**src/pkg/lsd_defines.svh**
```systemverilog
`ifndef LSD_DEFINES_SVH
`define LSD_DEFINES_SVH
// Offsets from the die-to-die register base
`define LSD_OFS_CONTROL      8'h30
`define LSD_OFS_STATUS       8'h31
`define LSD_OFS_UNLOCK       8'h32
// Global bases for the two access styles
`define LSD_BASE_BLOCKING    12'h200
`define LSD_BASE_NONBLOCKING 12'h300
// Control register field positions
`define LSD_CTL_OT_IRQ_EN    7
`define LSD_CTL_DRV2_CHSEL   5
`define LSD_CTL_DRV1_CHSEL   4
`define LSD_CTL_DRV2_PWM_EN  3
`define LSD_CTL_DRV1_PWM_EN  2
`define LSD_CTL_DRV2_EN      1
`define LSD_CTL_DRV1_EN      0
// Writable bits of each register
`define LSD_CTL_WMASK        8'hbf
`define LSD_UNLOCK_WMASK     8'h0f
// Reset values and the unlock key
`define LSD_CTL_RESET        8'h00
`define LSD_UNLOCK_RESET     8'h00
`define LSD_UNLOCK_KEY       4'h5
`endif

```
**src/pkg/lsd_pkg.sv**
```systemverilog
package lsd_pkg;
    // Register access request from the die-to-die interface
    typedef struct packed {
        logic        wr;
        logic        rd;
        logic [11:0] addr;
        logic [7:0]  wdata;
    } lsd_req_t;
    // Analog status from the power switches
    typedef struct packed {
        logic overtemp;
        logic drv2_cl;
        logic drv1_cl;
        logic drv2_ol;
        logic drv1_ol;
    } lsd_analog_t;
    // Which register an address selects
    typedef enum logic [1:0] {
        LSD_SEL_NONE,
        LSD_SEL_CONTROL,
        LSD_SEL_STATUS,
        LSD_SEL_UNLOCK
    } lsd_sel_t;
endpackage

```
**src/rtl/lsd_ctrl.sv**
```systemverilog
`timescale 1ns/1ps
`include "lsd_defines.svh"
// Summary of operation
// - Control bit 7 lets over-temperature raise an interrupt; shutdown happens regardless.
// - Control bit 5 picks PWM channel 0 or 1 for driver 2.
// - Control bit 4 picks PWM channel 0 or 1 for driver 1.
// - Control bit 3 gates driver 2 with its chosen PWM channel.
// - Control bit 2 gates driver 1 with its chosen PWM channel.
// - Control bits 1 and 0 switch drivers, effective only after unlock.
// - Unlock field bits 3-0 enables control only when holding 0x5.
// - After reset or regulator over-voltage, enables ignored until key rewritten.
// - Status bit 7 shows over-temperature; both drivers forced off meanwhile.
// - Reading status clears the pending over-temperature interrupt flag.
// - Status bits 3 and 2 show current limitation on drivers 2 and 1.
// - Status bits 1 and 0 show open load on drivers 2 and 1.
// - Open load is never reported while a driver is off.
// - Drivers work only in Normal mode; held off in Sleep or Stop.
// - Control, status, unlock registers sit at offsets 0x30, 0x31, 0x32.
// - Offsets decode relative to 0x0200 blocking and 0x300 non-blocking bases.
// - Regulator over-voltage clears both driver enable bits.
// - After over-temperature, a control write re-enables drivers once condition ends.
module lsd_ctrl
    import lsd_pkg::*;
(
    input  wire logic        i_clk,
    input  wire logic        i_sys_rst,
    input  wire lsd_req_t    i_req,
    input  wire lsd_analog_t i_analog,
    input  wire logic        i_normal_mode,
    input  wire logic        i_vreg_ov,
    input  wire logic        i_pwm0,
    input  wire logic        i_pwm1,
    output logic [7:0]       o_rdata,
    output logic             o_rvalid,
    output logic             o_drv1,
    output logic             o_drv2,
    output logic             o_overtemp_irq
);
    logic [7:0] control_reg_q;
    logic [7:0] control_reg_d;
    logic [7:0] unlock_register_q;
    logic       unlocked_q;
    logic       unlocked_d;
    logic       ot_latched_q;
    logic       ot_latched_d;
    logic       irq_flag_q;
    logic       irq_flag_d;
    logic       ot_prev_q;
    logic [7:0] rdata_q;
    logic       rvalid_q;
    logic       ol1;
    logic       ol2;

    // Address decode against both access bases
    function automatic lsd_sel_t decode(input logic [11:0] a);
        logic [11:0] base;
        logic [7:0]  ofs;
        base = {a[11:8], 8'h00};
        ofs  = a[7:0];
        if (base != `LSD_BASE_BLOCKING && base != `LSD_BASE_NONBLOCKING)
            return LSD_SEL_NONE;
        if (ofs == `LSD_OFS_CONTROL) return LSD_SEL_CONTROL;
        if (ofs == `LSD_OFS_STATUS)  return LSD_SEL_STATUS;
        if (ofs == `LSD_OFS_UNLOCK)  return LSD_SEL_UNLOCK;
        return LSD_SEL_NONE;
    endfunction

    wire lsd_sel_t sel      = decode(i_req.addr);
    wire           wr_ctl   = i_req.wr & (sel == LSD_SEL_CONTROL);
    wire           wr_unl   = i_req.wr & (sel == LSD_SEL_UNLOCK);
    wire           rd_stat  = i_req.rd & (sel == LSD_SEL_STATUS);
    wire           ot       = i_analog.overtemp;
    wire           ot_rise  = ot & ~ot_prev_q;
    wire           key_ok   = (i_req.wdata[3:0] == `LSD_UNLOCK_KEY);
    wire [7:0]     status_w = {ot, 3'h0, i_analog.drv2_cl, i_analog.drv1_cl,
                               ol2, ol1};

    // Control register; over-voltage clears enables and wins over a write
    always_comb
    begin
        control_reg_d = control_reg_q;
        if (wr_ctl)
            control_reg_d = i_req.wdata & `LSD_CTL_WMASK;
        if (i_vreg_ov)
        begin
            control_reg_d[`LSD_CTL_DRV2_EN] = 1'b0;
            control_reg_d[`LSD_CTL_DRV1_EN] = 1'b0;
        end
    end

    // Unlock is lost on over-voltage and regained by writing the key once
    always_comb
    begin
        unlocked_d = unlocked_q;
        if (wr_unl)
            unlocked_d = key_ok;
        if (i_vreg_ov)
            unlocked_d = 1'b0;
    end

    // Shutdown latch holds until a control write after the condition ends
    always_comb
    begin
        ot_latched_d = ot_latched_q;
        if (wr_ctl && !ot)
            ot_latched_d = 1'b0;
        if (ot)
            ot_latched_d = 1'b1;
    end

    // Interrupt flag: new event beats a clearing status read
    always_comb
    begin
        irq_flag_d = irq_flag_q;
        if (rd_stat)
            irq_flag_d = 1'b0;
        if (ot_rise)
            irq_flag_d = 1'b1;
    end

    wire enables_ok = unlocked_q & i_normal_mode & ~ot_latched_q;
    wire force_off  = ~enables_ok | ot;

    // Named control fields feed both gates and the checks below; the interrupt enable feeds only the checks
    wire overtemp_irq_enable     = control_reg_q[`LSD_CTL_OT_IRQ_EN];
    wire drv2_pwm_channel_select = control_reg_q[`LSD_CTL_DRV2_CHSEL];
    wire drv1_pwm_channel_select = control_reg_q[`LSD_CTL_DRV1_CHSEL];
    wire drv2_pwm_enable         = control_reg_q[`LSD_CTL_DRV2_PWM_EN];
    wire drv1_pwm_enable         = control_reg_q[`LSD_CTL_DRV1_PWM_EN];
    wire driver2_enable          = control_reg_q[`LSD_CTL_DRV2_EN];
    wire driver1_enable          = control_reg_q[`LSD_CTL_DRV1_EN];

    lsd_drive_gate u_gate1 (
        .i_clk       (i_clk),
        .i_sys_rst   (i_sys_rst),
        .i_enable    (driver1_enable),
        .i_pwm_en    (drv1_pwm_enable),
        .i_chsel     (drv1_pwm_channel_select),
        .i_pwm0      (i_pwm0),
        .i_pwm1      (i_pwm1),
        .i_force_off (force_off),
        .i_open_load (i_analog.drv1_ol),
        .o_drive     (o_drv1),
        .o_open_load (ol1)
    );

    lsd_drive_gate u_gate2 (
        .i_clk       (i_clk),
        .i_sys_rst   (i_sys_rst),
        .i_enable    (driver2_enable),
        .i_pwm_en    (drv2_pwm_enable),
        .i_chsel     (drv2_pwm_channel_select),
        .i_pwm0      (i_pwm0),
        .i_pwm1      (i_pwm1),
        .i_force_off (force_off),
        .i_open_load (i_analog.drv2_ol),
        .o_drive     (o_drv2),
        .o_open_load (ol2)
    );

    // Read mux; unmapped addresses read zero
    wire [7:0] rd_mux = (sel == LSD_SEL_CONTROL) ? control_reg_q :
                        (sel == LSD_SEL_STATUS)  ? status_w :
                        (sel == LSD_SEL_UNLOCK)  ? unlock_register_q : 8'h00;

    // State registers
    always_ff @(posedge i_clk)
    begin
        if (i_sys_rst)
        begin
            control_reg_q     <= `LSD_CTL_RESET;
            unlock_register_q <= `LSD_UNLOCK_RESET;
            unlocked_q        <= 1'b0;
            ot_latched_q      <= 1'b0;
            irq_flag_q        <= 1'b0;
            ot_prev_q         <= 1'b0;
            rdata_q           <= 8'h00;
            rvalid_q          <= 1'b0;
        end
        else
        begin
            control_reg_q <= control_reg_d;
            if (wr_unl)
                unlock_register_q <= i_req.wdata & `LSD_UNLOCK_WMASK;
            unlocked_q   <= unlocked_d;
            ot_latched_q <= ot_latched_d;
            irq_flag_q   <= irq_flag_d;
            ot_prev_q    <= ot;
            rdata_q      <= i_req.rd ? rd_mux : 8'h00;
            rvalid_q     <= i_req.rd;
        end
    end

    // Interrupt output gated by the enable bit, registered
    logic irq_q;
    always_ff @(posedge i_clk)
    begin
        if (i_sys_rst)
            irq_q <= 1'b0;
        else
            irq_q <= irq_flag_d & control_reg_d[`LSD_CTL_OT_IRQ_EN];
    end

    assign o_rdata        = rdata_q;
    assign o_rvalid       = rvalid_q;
    assign o_overtemp_irq = irq_q;

    // Lock, key, mode and gating checks
    AST_NO_DRIVE_LOCKED: assert property (@(posedge i_clk)
        disable iff (i_sys_rst) !unlocked_q |=> !o_drv1 && !o_drv2)
        else $error("driver on while locked");
    AST_KEY_UNLOCKS: assert property (@(posedge i_clk)
        disable iff (i_sys_rst) wr_unl && key_ok && !i_vreg_ov |=> unlocked_q)
        else $error("key not taken");
    AST_BADKEY_LOCKS: assert property (@(posedge i_clk)
        disable iff (i_sys_rst) wr_unl && !key_ok |=> !unlocked_q)
        else $error("bad key unlocked");
    AST_LOCK_HOLDS: assert property (@(posedge i_clk)
        disable iff (i_sys_rst) !unlocked_q && !(wr_unl && key_ok) |=> !unlocked_q)
        else $error("unlocked without key");
    AST_OV_CLEARS: assert property (@(posedge i_clk)
        disable iff (i_sys_rst) i_vreg_ov |=> control_reg_q[1:0] == 2'b00 && !unlocked_q)
        else $error("ov kept enables");
    AST_SLEEP_OFF: assert property (@(posedge i_clk)
        disable iff (i_sys_rst) !i_normal_mode |=> !o_drv1 && !o_drv2)
        else $error("driver on outside normal");
    AST_DRV1_OFF_BIT: assert property (@(posedge i_clk)
        disable iff (i_sys_rst) !driver1_enable |=> !o_drv1)
        else $error("driver 1 on with its bit clear");
    AST_DRV2_OFF_BIT: assert property (@(posedge i_clk)
        disable iff (i_sys_rst) !driver2_enable |=> !o_drv2)
        else $error("driver 2 on with its bit clear");
    AST_DRV1_GATE: assert property (@(posedge i_clk)
        disable iff (i_sys_rst) enables_ok && !ot && driver1_enable |=>
        o_drv1 == (!$past(drv1_pwm_enable) ||
        ($past(drv1_pwm_channel_select) ? $past(i_pwm1) : $past(i_pwm0))))
        else $error("driver 1 gating wrong");
    AST_DRV2_GATE: assert property (@(posedge i_clk)
        disable iff (i_sys_rst) enables_ok && !ot && driver2_enable |=>
        o_drv2 == (!$past(drv2_pwm_enable) ||
        ($past(drv2_pwm_channel_select) ? $past(i_pwm1) : $past(i_pwm0))))
        else $error("driver 2 gating wrong");

    // Over-temperature, shutdown latch and interrupt checks
    AST_OT_OFF: assert property (@(posedge i_clk)
        disable iff (i_sys_rst) ot |=> !o_drv1 && !o_drv2)
        else $error("driver on in overtemp");
    AST_OT_LATCHES: assert property (@(posedge i_clk)
        disable iff (i_sys_rst) ot |=> ot_latched_q)
        else $error("shutdown not latched");
    AST_LATCH_OFF: assert property (@(posedge i_clk)
        disable iff (i_sys_rst) ot_latched_q |=> !o_drv1 && !o_drv2)
        else $error("driver on before rewrite");
    AST_LATCH_HOLDS: assert property (@(posedge i_clk)
        disable iff (i_sys_rst) ot_latched_q && !wr_ctl |=> ot_latched_q)
        else $error("shutdown released without write");
    AST_REWRITE_CLEARS: assert property (@(posedge i_clk)
        disable iff (i_sys_rst) wr_ctl && !ot |=> !ot_latched_q)
        else $error("rewrite did not release");
    AST_IRQ_SET: assert property (@(posedge i_clk)
        disable iff (i_sys_rst) ot_rise |=> irq_flag_q)
        else $error("flag not set");
    AST_IRQ_RAISE: assert property (@(posedge i_clk)
        disable iff (i_sys_rst) ot_rise && overtemp_irq_enable && !wr_ctl |=>
        o_overtemp_irq)
        else $error("enabled irq missing");
    AST_IRQ_MASK: assert property (@(posedge i_clk)
        disable iff (i_sys_rst) !overtemp_irq_enable |-> !o_overtemp_irq)
        else $error("masked irq");
    AST_RD_CLEARS: assert property (@(posedge i_clk)
        disable iff (i_sys_rst) rd_stat && !ot_rise |=> !irq_flag_q)
        else $error("flag not cleared");
    AST_HELD_OT_NO_REFIRE: assert property (@(posedge i_clk)
        disable iff (i_sys_rst) ot && ot_prev_q && !irq_flag_q |=> !irq_flag_q)
        else $error("held condition set flag again");

    // Register access and status checks
    AST_RVALID: assert property (@(posedge i_clk)
        disable iff (i_sys_rst) i_req.rd |=> o_rvalid)
        else $error("read not answered");
    AST_RDATA_IDLE: assert property (@(posedge i_clk)
        disable iff (i_sys_rst) !o_rvalid |-> o_rdata == 8'h00)
        else $error("read data outside answer");
    AST_UNMAPPED_ZERO: assert property (@(posedge i_clk)
        disable iff (i_sys_rst) i_req.rd && sel == LSD_SEL_NONE |=> o_rdata == 8'h00)
        else $error("unmapped read not zero");
    AST_NO_ADDR_HIT: assert property (@(posedge i_clk)
        disable iff (i_sys_rst) i_req.wr && sel == LSD_SEL_NONE && !i_vreg_ov |=>
        $stable(control_reg_q) && $stable(unlock_register_q))
        else $error("unmapped write landed");
    AST_CTL_READ: assert property (@(posedge i_clk)
        disable iff (i_sys_rst) i_req.rd && sel == LSD_SEL_CONTROL |=>
        o_rdata == $past(control_reg_q))
        else $error("control read wrong");
    AST_CTL_WRITE: assert property (@(posedge i_clk)
        disable iff (i_sys_rst) wr_ctl && !i_vreg_ov |=>
        control_reg_q == ($past(i_req.wdata) & `LSD_CTL_WMASK))
        else $error("control write wrong");
    AST_UNL_WRITE: assert property (@(posedge i_clk)
        disable iff (i_sys_rst) wr_unl |=>
        unlock_register_q == ($past(i_req.wdata) & `LSD_UNLOCK_WMASK))
        else $error("unlock write wrong");
    AST_RSVD_ZERO: assert property (@(posedge i_clk)
        disable iff (i_sys_rst) control_reg_q[6] == 1'b0 && unlock_register_q[7:4] == 4'h0)
        else $error("reserved set");
    AST_STATUS_RSVD: assert property (@(posedge i_clk)
        disable iff (i_sys_rst) rd_stat |=> o_rdata[6:4] == 3'h0)
        else $error("status reserved set");
    AST_STATUS_OT: assert property (@(posedge i_clk)
        disable iff (i_sys_rst) rd_stat |=> o_rdata[7] == $past(ot))
        else $error("status overtemp wrong");
    AST_STATUS_CL: assert property (@(posedge i_clk)
        disable iff (i_sys_rst) rd_stat |=>
        o_rdata[3:2] == {$past(i_analog.drv2_cl), $past(i_analog.drv1_cl)})
        else $error("status limit wrong");
    AST_STATUS_OL: assert property (@(posedge i_clk)
        disable iff (i_sys_rst) rd_stat |=> o_rdata[1:0] == {$past(ol2), $past(ol1)})
        else $error("status open load wrong");
    AST_OL_OFF: assert property (@(posedge i_clk)
        disable iff (i_sys_rst) !o_drv1 |-> !ol1)
        else $error("open load while off");
    AST_OL_OFF2: assert property (@(posedge i_clk)
        disable iff (i_sys_rst) !o_drv2 |-> !ol2)
        else $error("open load while driver 2 off");
endmodule

```
**src/rtl/lsd_drive_gate.sv**
```systemverilog
`timescale 1ns/1ps
`include "lsd_defines.svh"
// One driver's output path: enable, optional PWM gating, forced-off conditions
module lsd_drive_gate
    import lsd_pkg::*;
(
    input  wire logic i_clk,
    input  wire logic i_sys_rst,
    input  wire logic i_enable,
    input  wire logic i_pwm_en,
    input  wire logic i_chsel,
    input  wire logic i_pwm0,
    input  wire logic i_pwm1,
    input  wire logic i_force_off,
    input  wire logic i_open_load,
    output logic      o_drive,
    output logic      o_open_load
);
    logic drive_q;
    logic drive_d;
    logic ol_q;
    wire  pwm_sel = i_chsel ? i_pwm1 : i_pwm0;

    // Modulation only when the PWM bit is set
    assign drive_d = i_enable & ~i_force_off & (~i_pwm_en | pwm_sel);

    // Open load only reported while the driver is on
    always_ff @(posedge i_clk)
    begin
        if (i_sys_rst)
        begin
            drive_q <= 1'b0;
            ol_q    <= 1'b0;
        end
        else
        begin
            drive_q <= drive_d;
            ol_q    <= i_open_load & drive_d;
        end
    end

    assign o_drive     = drive_q;
    assign o_open_load = ol_q;
endmodule

```
**config.mk**
```make
export PLATFORM = sky130hd
export DESIGN_NAME = lsd_ctrl
export DESIGN_NICKNAME = d
export VERILOG_FILES = /design/src/pkg/lsd_pkg.sv /design/src/rtl/lsd_ctrl.sv /design/src/rtl/lsd_drive_gate.sv
export VERILOG_INCLUDE_DIRS = /design/src /design/src/pkg
export SDC_FILE = /design/constraint.sdc
export NUM_CORES = 1
export LEC_CHECK = 0
export ABC_AREA = 1
export CAP_MARGIN = 15
export CORE_MARGIN = 10
export CORE_UTILIZATION = 58
export CTS_BUF_LIST = sky130_fd_sc_hd__clkbuf_4 sky130_fd_sc_hd__clkbuf_8
export DETAILED_ROUTE_END_ITERATION = 8
export DONT_BUFFER_PORTS = 1
export PLACE_DENSITY_LB_ADDON = 0.1
export SKIP_CTS_REPAIR_TIMING = 1
export SYNTH_ARGS = -nofsm -noshare
export SYNTH_HDL_FRONTEND = slang
export SYNTH_SLANG_ARGS = --single-unit
```
**constraint.sdc**
```tcl
create_clock -name i_clk -period 0.8 [get_ports i_clk]
set_input_delay 0.04 -clock i_clk [delete_from_list [all_inputs] [get_ports i_clk]]
set_output_delay 0.04 -clock i_clk [all_outputs]
set_load 0.01 [all_outputs]
```
==> results of run 1 <==
==> cell usage in the layout, fill, tap and decap left out, types with 2 or more instances in the layout <==
| cell | instances |
|---|---|
| inv_1 | 18 |
| dfxtp_1 | 21 |
| nand3_1 | 10 |
| nand2_2 | 7 |
| nor2_2 | 4 |
| clkbuf_4 | 3 |
| nand2_1 | 38 |
| a21oi_1 | 9 |
| nor3b_2 | 2 |
| nand3_2 | 4 |
| nor2_4 | 4 |
| dfxtp_2 | 7 |
| buf_4 | 6 |
| inv_2 | 4 |
| nand4_1 | 6 |
| dlygate4sd3_1 | 8 |
| nor2_1 | 14 |
| nor3_4 | 2 |
| o21ai_0 | 4 |
==> sequential cells by signal, indices dropped and copies added (netlist names) <==
name                 cells
control_reg_q            7
irq_flag_q               1
o_overtemp_irq           1
o_rdata                  7
o_rvalid                 1
ot_latched_q             1
ot_prev_q                1
u_gate1.o_drive          1
u_gate1.o_open_load      1
u_gate2.o_drive          1
u_gate2.o_open_load      1
unlock_register_q        4
unlocked_q               1
==> layout make-up <==
type / instances / area (µm²)
Tap cell: 27 / 33.8
Clock buffer: 3 / 22.5
Clock inverter: 1 / 30.0
Timing Repair Buffer: 14 / 125
Fill cell: 155 / 503
Multi-Input combinational cell: 109 / 607
Sequential cell: 28 / 569
Inverter: 23 / 91.3
==> power by group through the flow <==
stage          Sequential, mW  Clock (mW)  Combinational, mW
3_3_place_gp             1.45           0              0.103
3_5_place_dp             1.45           0              0.106
6_report                 1.42       0.908              0.157
4_1_cts                  1.42       0.938              0.107
2_1_floorplan            1.45           0             0.0936
5_1_grt                  1.42       0.985              0.173
==> layer usage <==
metal,global-route usage [%],routed length [µm]
met3,4.58,276
met5,0,0
met1,14.4,1110
met2,22.7,1570
met4,4.71,19
==> worst paths after layout <==
check | cells after the start | endpoint | slack, ns | startpoint
worst max-delay path | 4 | u_gate2.o_open_load | -0.12 | unlocked_q
worst min-delay path | 1 | control_reg_q[3] | -0.24 | i_sys_rst
worst max register to register | 4 | u_gate2.o_open_load | -0.12 | unlocked_q
worst min register to register | 2 | unlock_register_q[2] | 0.48 | unlock_register_q[2]
==> per-stage QoR <==
| stage | TNS, ns | area, µm² | setup slack (ns) | utilization (%) | power (mW) |
|---|---|---|---|---|---|
| floorplan | -0.0285 | 1240 | -0.0116 | - | 1.54 |
| global placement | -1.45 | 1300 | -0.125 | 65.7 | 1.55 |
| detailed placement | -1.89 | 1300 | -0.166 | 65.7 | 1.55 |
| CTS | -0.403 | 1350 | -0.206 | 68.3 | 2.46 |
| global route | -0.799 | 1480 | -0.174 | 74.6 | 2.58 |
| finish | -0.489 | 1480 | -0.122 | 74.6 | 2.49 |
==> cells by family (layout without fill, tap and decap cells) <==
| family | Yosys count | in the layout | synth area share (%) |
|---|---|---|---|
| compound gates | 13 | 13 | 5.28 |
| buf+inv | 25 | 41 | 8.33 |
| other cells | 1 | 1 | 0.305 |
| simple gates | 95 | 95 | 40.5 |
| flops | 28 | 28 | 45.5 |
==> impl_metrics.ini, run 1 <==
[outcome]
outcome = complete, but fails checks
violations = hold timing, setup timing

[cts]
htreeDepth = 1
cts.sink_count = 28
clk-insertion-delay-late_ns = 0.32
root_buffer = clkbuf_4
path_clk_slew_ns = 0.15
cts_inserted_buffers = 3
cts_tree = done
clockBufferDepth = 2

[route]
first_iter_violations = 40
vias = 1095
detail_route.first_pass.iterations = 4
totalWireLength_um = 2970
vias_per_cell = 5.34
remaining_drc_errors = 0
antenna_left = 0
wl_per_cell_um = 14.5

[power_and_ir_drop]
p_clk_share_pct = 36.5
swShare_pct = 19.8
pwr-share-seq_pct = 57.2
p_leak_nw = 0.616
comb_power_share_pct = 6.3
ir_drop_mv = 1.24
intPower_mw = 2.00
power_density_nw_per_um2 = 1680
p_sw_mw = 0.491

[synth]
synth_ff_type = dfxtp_1
yosysMostFrequentCell = nand2_1
synth_area_leaders = dfxtp_1 (46%), nand2_1 (13%), inv_1 (5.8%)
ys_seq_area_share_pct = 45.5
synthCells = 162
avgSynthCellArea_um2 = 7.60
synthTopCellsByCount = nand2_1 (42), dfxtp_1 (28), inv_1 (19)
synth-edff-count = 0
netlist_area_um2 = 1230
yosysTopAreaCellShare_pct = 45.5
synth_area_leader_cell = dfxtp_1
async_flop_share_pct = 0
ys_ff_latch = 28
ys_types = 23
syn_nets = 195
ys_warn_count = 0

[timing]
worst_slack_ns = -0.122
setup_viol = 7
fmax_mhz = 1080
finalCriticalPeriod_ns = 0.922
rsz0062_at_grt = true
min_period_over_period_pct = 115
finClkSkew_ns = 0.00185
hold_violations = 25
holdWs_ns = -0.238
slew_violations = 0

[placed_design]
post-place-cells = 192
io_buffers = 0
place_congestion = 0.801
dp_hpwl_um = 2370

[global_routing]
grtUsageTotal_pct = 13.1
grt_pass1_vias = 1032
grt_max_degree = 17
grt_pass1_wl_um = 4620
antenna_found_initial = 0
overflow = 0

[layout]
num_antenna_cells = 0
syn_to_final_growth_pct = 20.1
fin_cells = 205
layout.nets = 212
drive_gt1_share_pct = 27.0

[critical_path]
worstSetupStartpointType = flop
max_stage_delay_ns = 0.37
path_delay_family = simple AND/OR/NAND/NOR gates
critPathMaxFanout = 2
crit_buf_inv = 0
cp_data_required_time_ns = 1.06
critPathArrivalTime_ns = 1.19
criticalPathCategory = flop to flop
path_cells = nand2_2 -> nor3_4 -> nand3_1 -> nor3b_2
cp_slowest_cell = dfxtp_2
crit_path_end_kind = flop

[floorplan]
ios = 45
die_x_um = 66.1
start_util_pct = 62.1
chipHeight_um = 66.1
die_area_um2 = 4370
rows = 16
coreArea_um2 = 1980

[flow_run]
maxCapViolations = 0

[worst_hold_path]
hold_path.class = input pin to flop
No activity file was read; power rests on OpenSTA's default activity.
==> inputs of run 2 (changes only) <==
--- a/config.mk
+++ b/config.mk
@@ -9,7 +9,7 @@
 export ABC_AREA = 1
 export CAP_MARGIN = 15
 export CORE_MARGIN = 10
-export CORE_UTILIZATION = 58
+export CORE_UTILIZATION = 64
 export CTS_BUF_LIST = sky130_fd_sc_hd__clkbuf_4 sky130_fd_sc_hd__clkbuf_8
 export DETAILED_ROUTE_END_ITERATION = 8
 export DONT_BUFFER_PORTS = 1
==> constraint.sdc (replaced) <==
create_clock -name i_clk -period 0.95 [get_ports i_clk]
set_input_delay 0.0475 -clock i_clk [delete_from_list [all_inputs] [get_ports i_clk]]
set_output_delay 0.0475 -clock i_clk [all_outputs]
set_load 0.01 [all_outputs]
==> impl_metrics.ini, run 2 (synthesis gave the netlist of run 1 again) <==
[layout]
syn_to_final_growth_pct = 19.9
fillers = 114
regArea_um2 = 562
drive_gt1_share_pct = 19.1
design_area_um2 = 1480
final_common_cell = nand2_1
layout.nets = 212
most-common-layout-cells = nand2_1 (41), dfxtp_1 (27), inv_1 (19), nor2_1 (14), dlygate4sd3_1 (13)
multiInputGateArea_um2 = 602
num_antenna_cells = 0
final_util_pct = 82.8

[critical_path]
timing.rr.start = unlocked_q
cp_slowest_cell = dfxtp_2
cp-startpoint = unlocked_q
critPathArrivalTime_ns = 1.31
ff2ff_setup_slack_ns = -0.1
path_delay_family = simple AND/OR/NAND/NOR gates
crit_path_end_kind = flop
critPathMaxFanout = 2
crit_cells = 4
max_stage_delay_ns = 0.37
cp_data_required_time_ns = 1.21
r2r_cells = 4
path_cells = nand2_2 -> nor3_4 -> nand3_2 -> nor3b_2
r2r-end = u_gate2.o_open_load
crit_buf_inv = 0
cp-endpoint = u_gate2.o_open_load
worstSetupStartpointType = flop
criticalPathCategory = flop to flop

[route]
antenna_left = 0
totalWireLength_um = 3250
vias_per_cell = 5.46
remaining_drc_errors = 0
first_iter_violations = 32
wl_per_cell_um = 16.0
vias = 1109
detail_route.first_pass.iterations = 4

[timing]
setup_viol = 3
holdWs_ns = -0.240
hold_violations = 19
slew_violations = 0
finClkSkew_ns = 0.00150
fmax_mhz = 954
finalCriticalPeriod_ns = 1.05
min_period_over_period_pct = 110
rsz0062_at_grt = true
worst_slack_ns = -0.0984

[worst_hold_path]
hold_path.class = input pin to flop

[global_routing]
grt_pass1_vias = 992
antenna_found_initial = 0
grtUsageTotal_pct = 13.4
grt_max_degree = 17
overflow = 0
grt_pass1_wl_um = 4430

[flow_run]
maxCapViolations = 0

[outcome]
violations = hold timing, setup timing
outcome = complete, but fails checks

[cts]
cts_inserted_buffers = 3
root_buffer = clkbuf_4
clockBufferDepth = 2
cts.sink_count = 28
path_clk_slew_ns = 0.15
clk-insertion-delay-late_ns = 0.33
cts_tree = done
htreeDepth = 1

[placed_design]
dp_hpwl_um = 2290
io_buffers = 0
post-place-ws_ns = -0.0287
place_congestion = 0.840
postPlaceCellArea_um2 = 1260

[power_and_ir_drop]
ir_drop_mv = 1.08
p_leak_nw = 0.614
power_density_nw_per_um2 = 1440
power.total_mw = 2.12

[floorplan]
start_util_pct = 69.1
chipHeight_um = 63.9
die_x_um = 63.9
coreArea_um2 = 1780
die_area_um2 = 4080
rows = 15
ios = 45
==> run 2: cell types whose count changed in the layout (fill, tap and decap cells not counted), moves of 3 or more <==
cell	before	now
dfxtp_1	21	27
dlygate4sd3_1	8	13
buf_4	6	1
nand2_1	38	41
nand2_2	7	4
dfxtp_2	7	1
==> run 2: worst min-delay path by stage <==
stage / from / endpoint / cells past startpoint
final: i_sys_rst / control_reg_q[7] / 1
after global routing: i_sys_rst / u_gate1.o_open_load / 1
after detailed placement: i_sys_rst / control_reg_q[7] / 1
after floorplan: i_sys_rst / ot_prev_q / 1
after global placement: i_sys_rst / unlock_register_q[2] / 1
after CTS: i_sys_rst / control_reg_q[7] / 1
==> run 2: stage by stage <==
stage | TNS (ns) | hold WS (ns) | cells
5_1_grt | -0.346 | -0.261 | 203
3_5_place_dp | -0.0287 | 0.121 | 186
6_report | -0.154 | -0.240 | 203
4_1_cts | -0.0259 | -0.243 | 190
3_3_place_gp | 0 | 0.120 | 186
2_1_floorplan | 0 | 0.121 | 162
==> run 2: routing by layer <==
metal / GRT usage, % / part of all wire (%) / vias up / wire length (µm)
met2: 23.8 / 50 / 48 / 1630
met5: 0 / 0 / - / 0
met3: 5.23 / 7.3 / 14 / 237
li1: - / - / 542 / -
met1: 12.7 / 39 / 505 / 1280
met4: 7.92 / 2.9 / 0 / 95
==> run 2: area by class of cell <==
cell class	count	share of cell area (%)
multi-input combinational	109	40.8
timing repair buffer	14	9.32
tap	25	2.12
sequential	28	38.1
inverter	23	6.19
clock inverter	1	2.03
clock buffer	3	1.53
==> run 2: report_power, final <==
part           total [mW]  internal [mW]  leakage [nW]  switching [mW]
Sequential           1.20           1.19         0.227         0.00832
Combinational       0.139         0.0662         0.359          0.0724
Clock               0.785          0.427        0.0279           0.358
==> inputs of run 3 (changes only) <==
--- a/config.mk
+++ b/config.mk
@@ -8,7 +8,6 @@
 export LEC_CHECK = 0
 export ABC_AREA = 1
 export CAP_MARGIN = 15
-export CORE_MARGIN = 10
 export CORE_UTILIZATION = 64
 export CTS_BUF_LIST = sky130_fd_sc_hd__clkbuf_4 sky130_fd_sc_hd__clkbuf_8
 export DETAILED_ROUTE_END_ITERATION = 8
==> impl_metrics.ini, run 3 (synthesis gave the netlist of run 1 again) <==
[critical_path]
critPathMaxFanout = 2
cp_slowest_cell = dfxtp_2
worstSetupStartpointType = flop
cp_data_required_time_ns = 1.23
crit_buf_inv = 0
criticalPathCategory = flop to flop
critPathArrivalTime_ns = 1.23
crit_cells = 4
crit_path_end_kind = flop
r2r_cells = 4
path_cells = nand2_2 -> nor3_2 -> nand3_1 -> nor3b_2
max_stage_delay_ns = 0.38
path_delay_family = simple AND/OR/NAND/NOR gates

[layout]
multiInputGateArea_um2 = 586
fillers = 127
final_util_pct = 81.1
final_common_cell = nand2_1
syn_to_final_growth_pct = 16.2
drive_gt1_share_pct = 18.3
layout.nets = 209
num_antenna_cells = 0
regArea_um2 = 562
most-common-layout-cells = nand2_1 (41), dfxtp_1 (27), inv_1 (19), nor2_1 (14), nand3_1 (11)

[power_and_ir_drop]
p_leak_nw = 0.598
power.total_mw = 2.11
ir_drop_mv = 1.31
power_density_nw_per_um2 = 1480

[timing]
setup_viol = 1
fin_setup_tns_ns = -0.00475
finalCriticalPeriod_ns = 0.955
holdWs_ns = -0.250
finClkSkew_ns = 0.00517
worst_slack_ns = -0.00475
rsz0062_at_grt = true
fmax_mhz = 1050
slew_violations = 0
min_period_over_period_pct = 101
hold_violations = 20

[placed_design]
io_buffers = 0
post-place-ws_ns = -0.0353
place_congestion = 0.843
dp_hpwl_um = 1860

[cts]
cts.sink_count = 28
cts_tree = done
cts_inserted_buffers = 3
htreeDepth = 1
path_clk_slew_ns = 0.15
root_buffer = clkbuf_4
clockBufferDepth = 2
clk-insertion-delay-late_ns = 0.34

[global_routing]
grt_max_degree = 17
overflow = 0
grt_pass1_wl_um = 3860
grtUsageTotal_pct = 26.3
grt_pass1_vias = 922
antenna_found_initial = 0

[route]
wl_per_cell_um = 12.8
vias = 1079
detail_route.first_pass.iterations = 4
remaining_drc_errors = 0
totalWireLength_um = 2550
antenna_left = 0
vias_per_cell = 5.40
first_iter_violations = 34

[floorplan]
chipHeight_um = 45.9
ios = 45
die_area_um2 = 2100
start_util_pct = 69.8
die_x_um = 45.9
rows = 15
coreArea_um2 = 1760

[flow_run]
maxCapViolations = 0

[outcome]
outcome = complete, but fails checks
violations = hold timing, setup timing

[worst_hold_path]
hold_path.class = input pin to flop
worstHoldPathCells = 1
## run 3: cell count changes in the layout (fill, tap and decap cells not counted), sizes merged
cell         delta
dlygate4sd3     -3
## run 3: where the power goes
part | total, mW | switching [mW] | leakage (nW) | internal [mW]
combinational | 0.125 | 0.0668 | 0.343 | 0.0581
clock | 0.794 | 0.367 | 0.0279 | 0.427
sequential | 1.19 | 0.00665 | 0.227 | 1.19
total | 2.11 | 0.440 | 0.598 | 1.67
## run 3: per-stage QoR
step	instances	hold WS [ns]	cell area (µm²)
2_1_floorplan	162	0.121	1230
3_3_place_gp	186	0.119	1260
3_5_place_dp	186	0.122	1260
4_1_cts	190	-0.250	1310
5_1_grt	200	-0.274	1430
6_report	200	-0.250	1430
## run 3: worst paths after layout
path	from	end	slack (ns)
worst min register to register	unlock_register_q[2]	unlock_register_q[2]	0.47
worst max-delay path	unlocked_q	u_gate1.o_open_load	-0.005
worst max register to register	unlocked_q	u_gate1.o_open_load	-0.005
worst min-delay path	i_sys_rst	control_reg_q[4]	-0.25
## run 3: final cells by class
class	instances	area share [%]
Clock buffer	3	1.57
Clock inverter	1	2.10
Inverter	23	6.39
Multi-Input combinational cell	109	40.9
Sequential cell	28	39.3
Tap cell	25	2.19
Timing Repair Buffer	11	7.52
## run 3: layer usage
metal / wire length [µm] / track usage [%] / vias up
li1: - / - / 535
met1: 1040 / 31.9 / 491
met2: 1290 / 42.5 / 46
met3: 162 / 4.76 / 7
met4: 57 / 15.9 / 0
met5: 0 / 0 / -
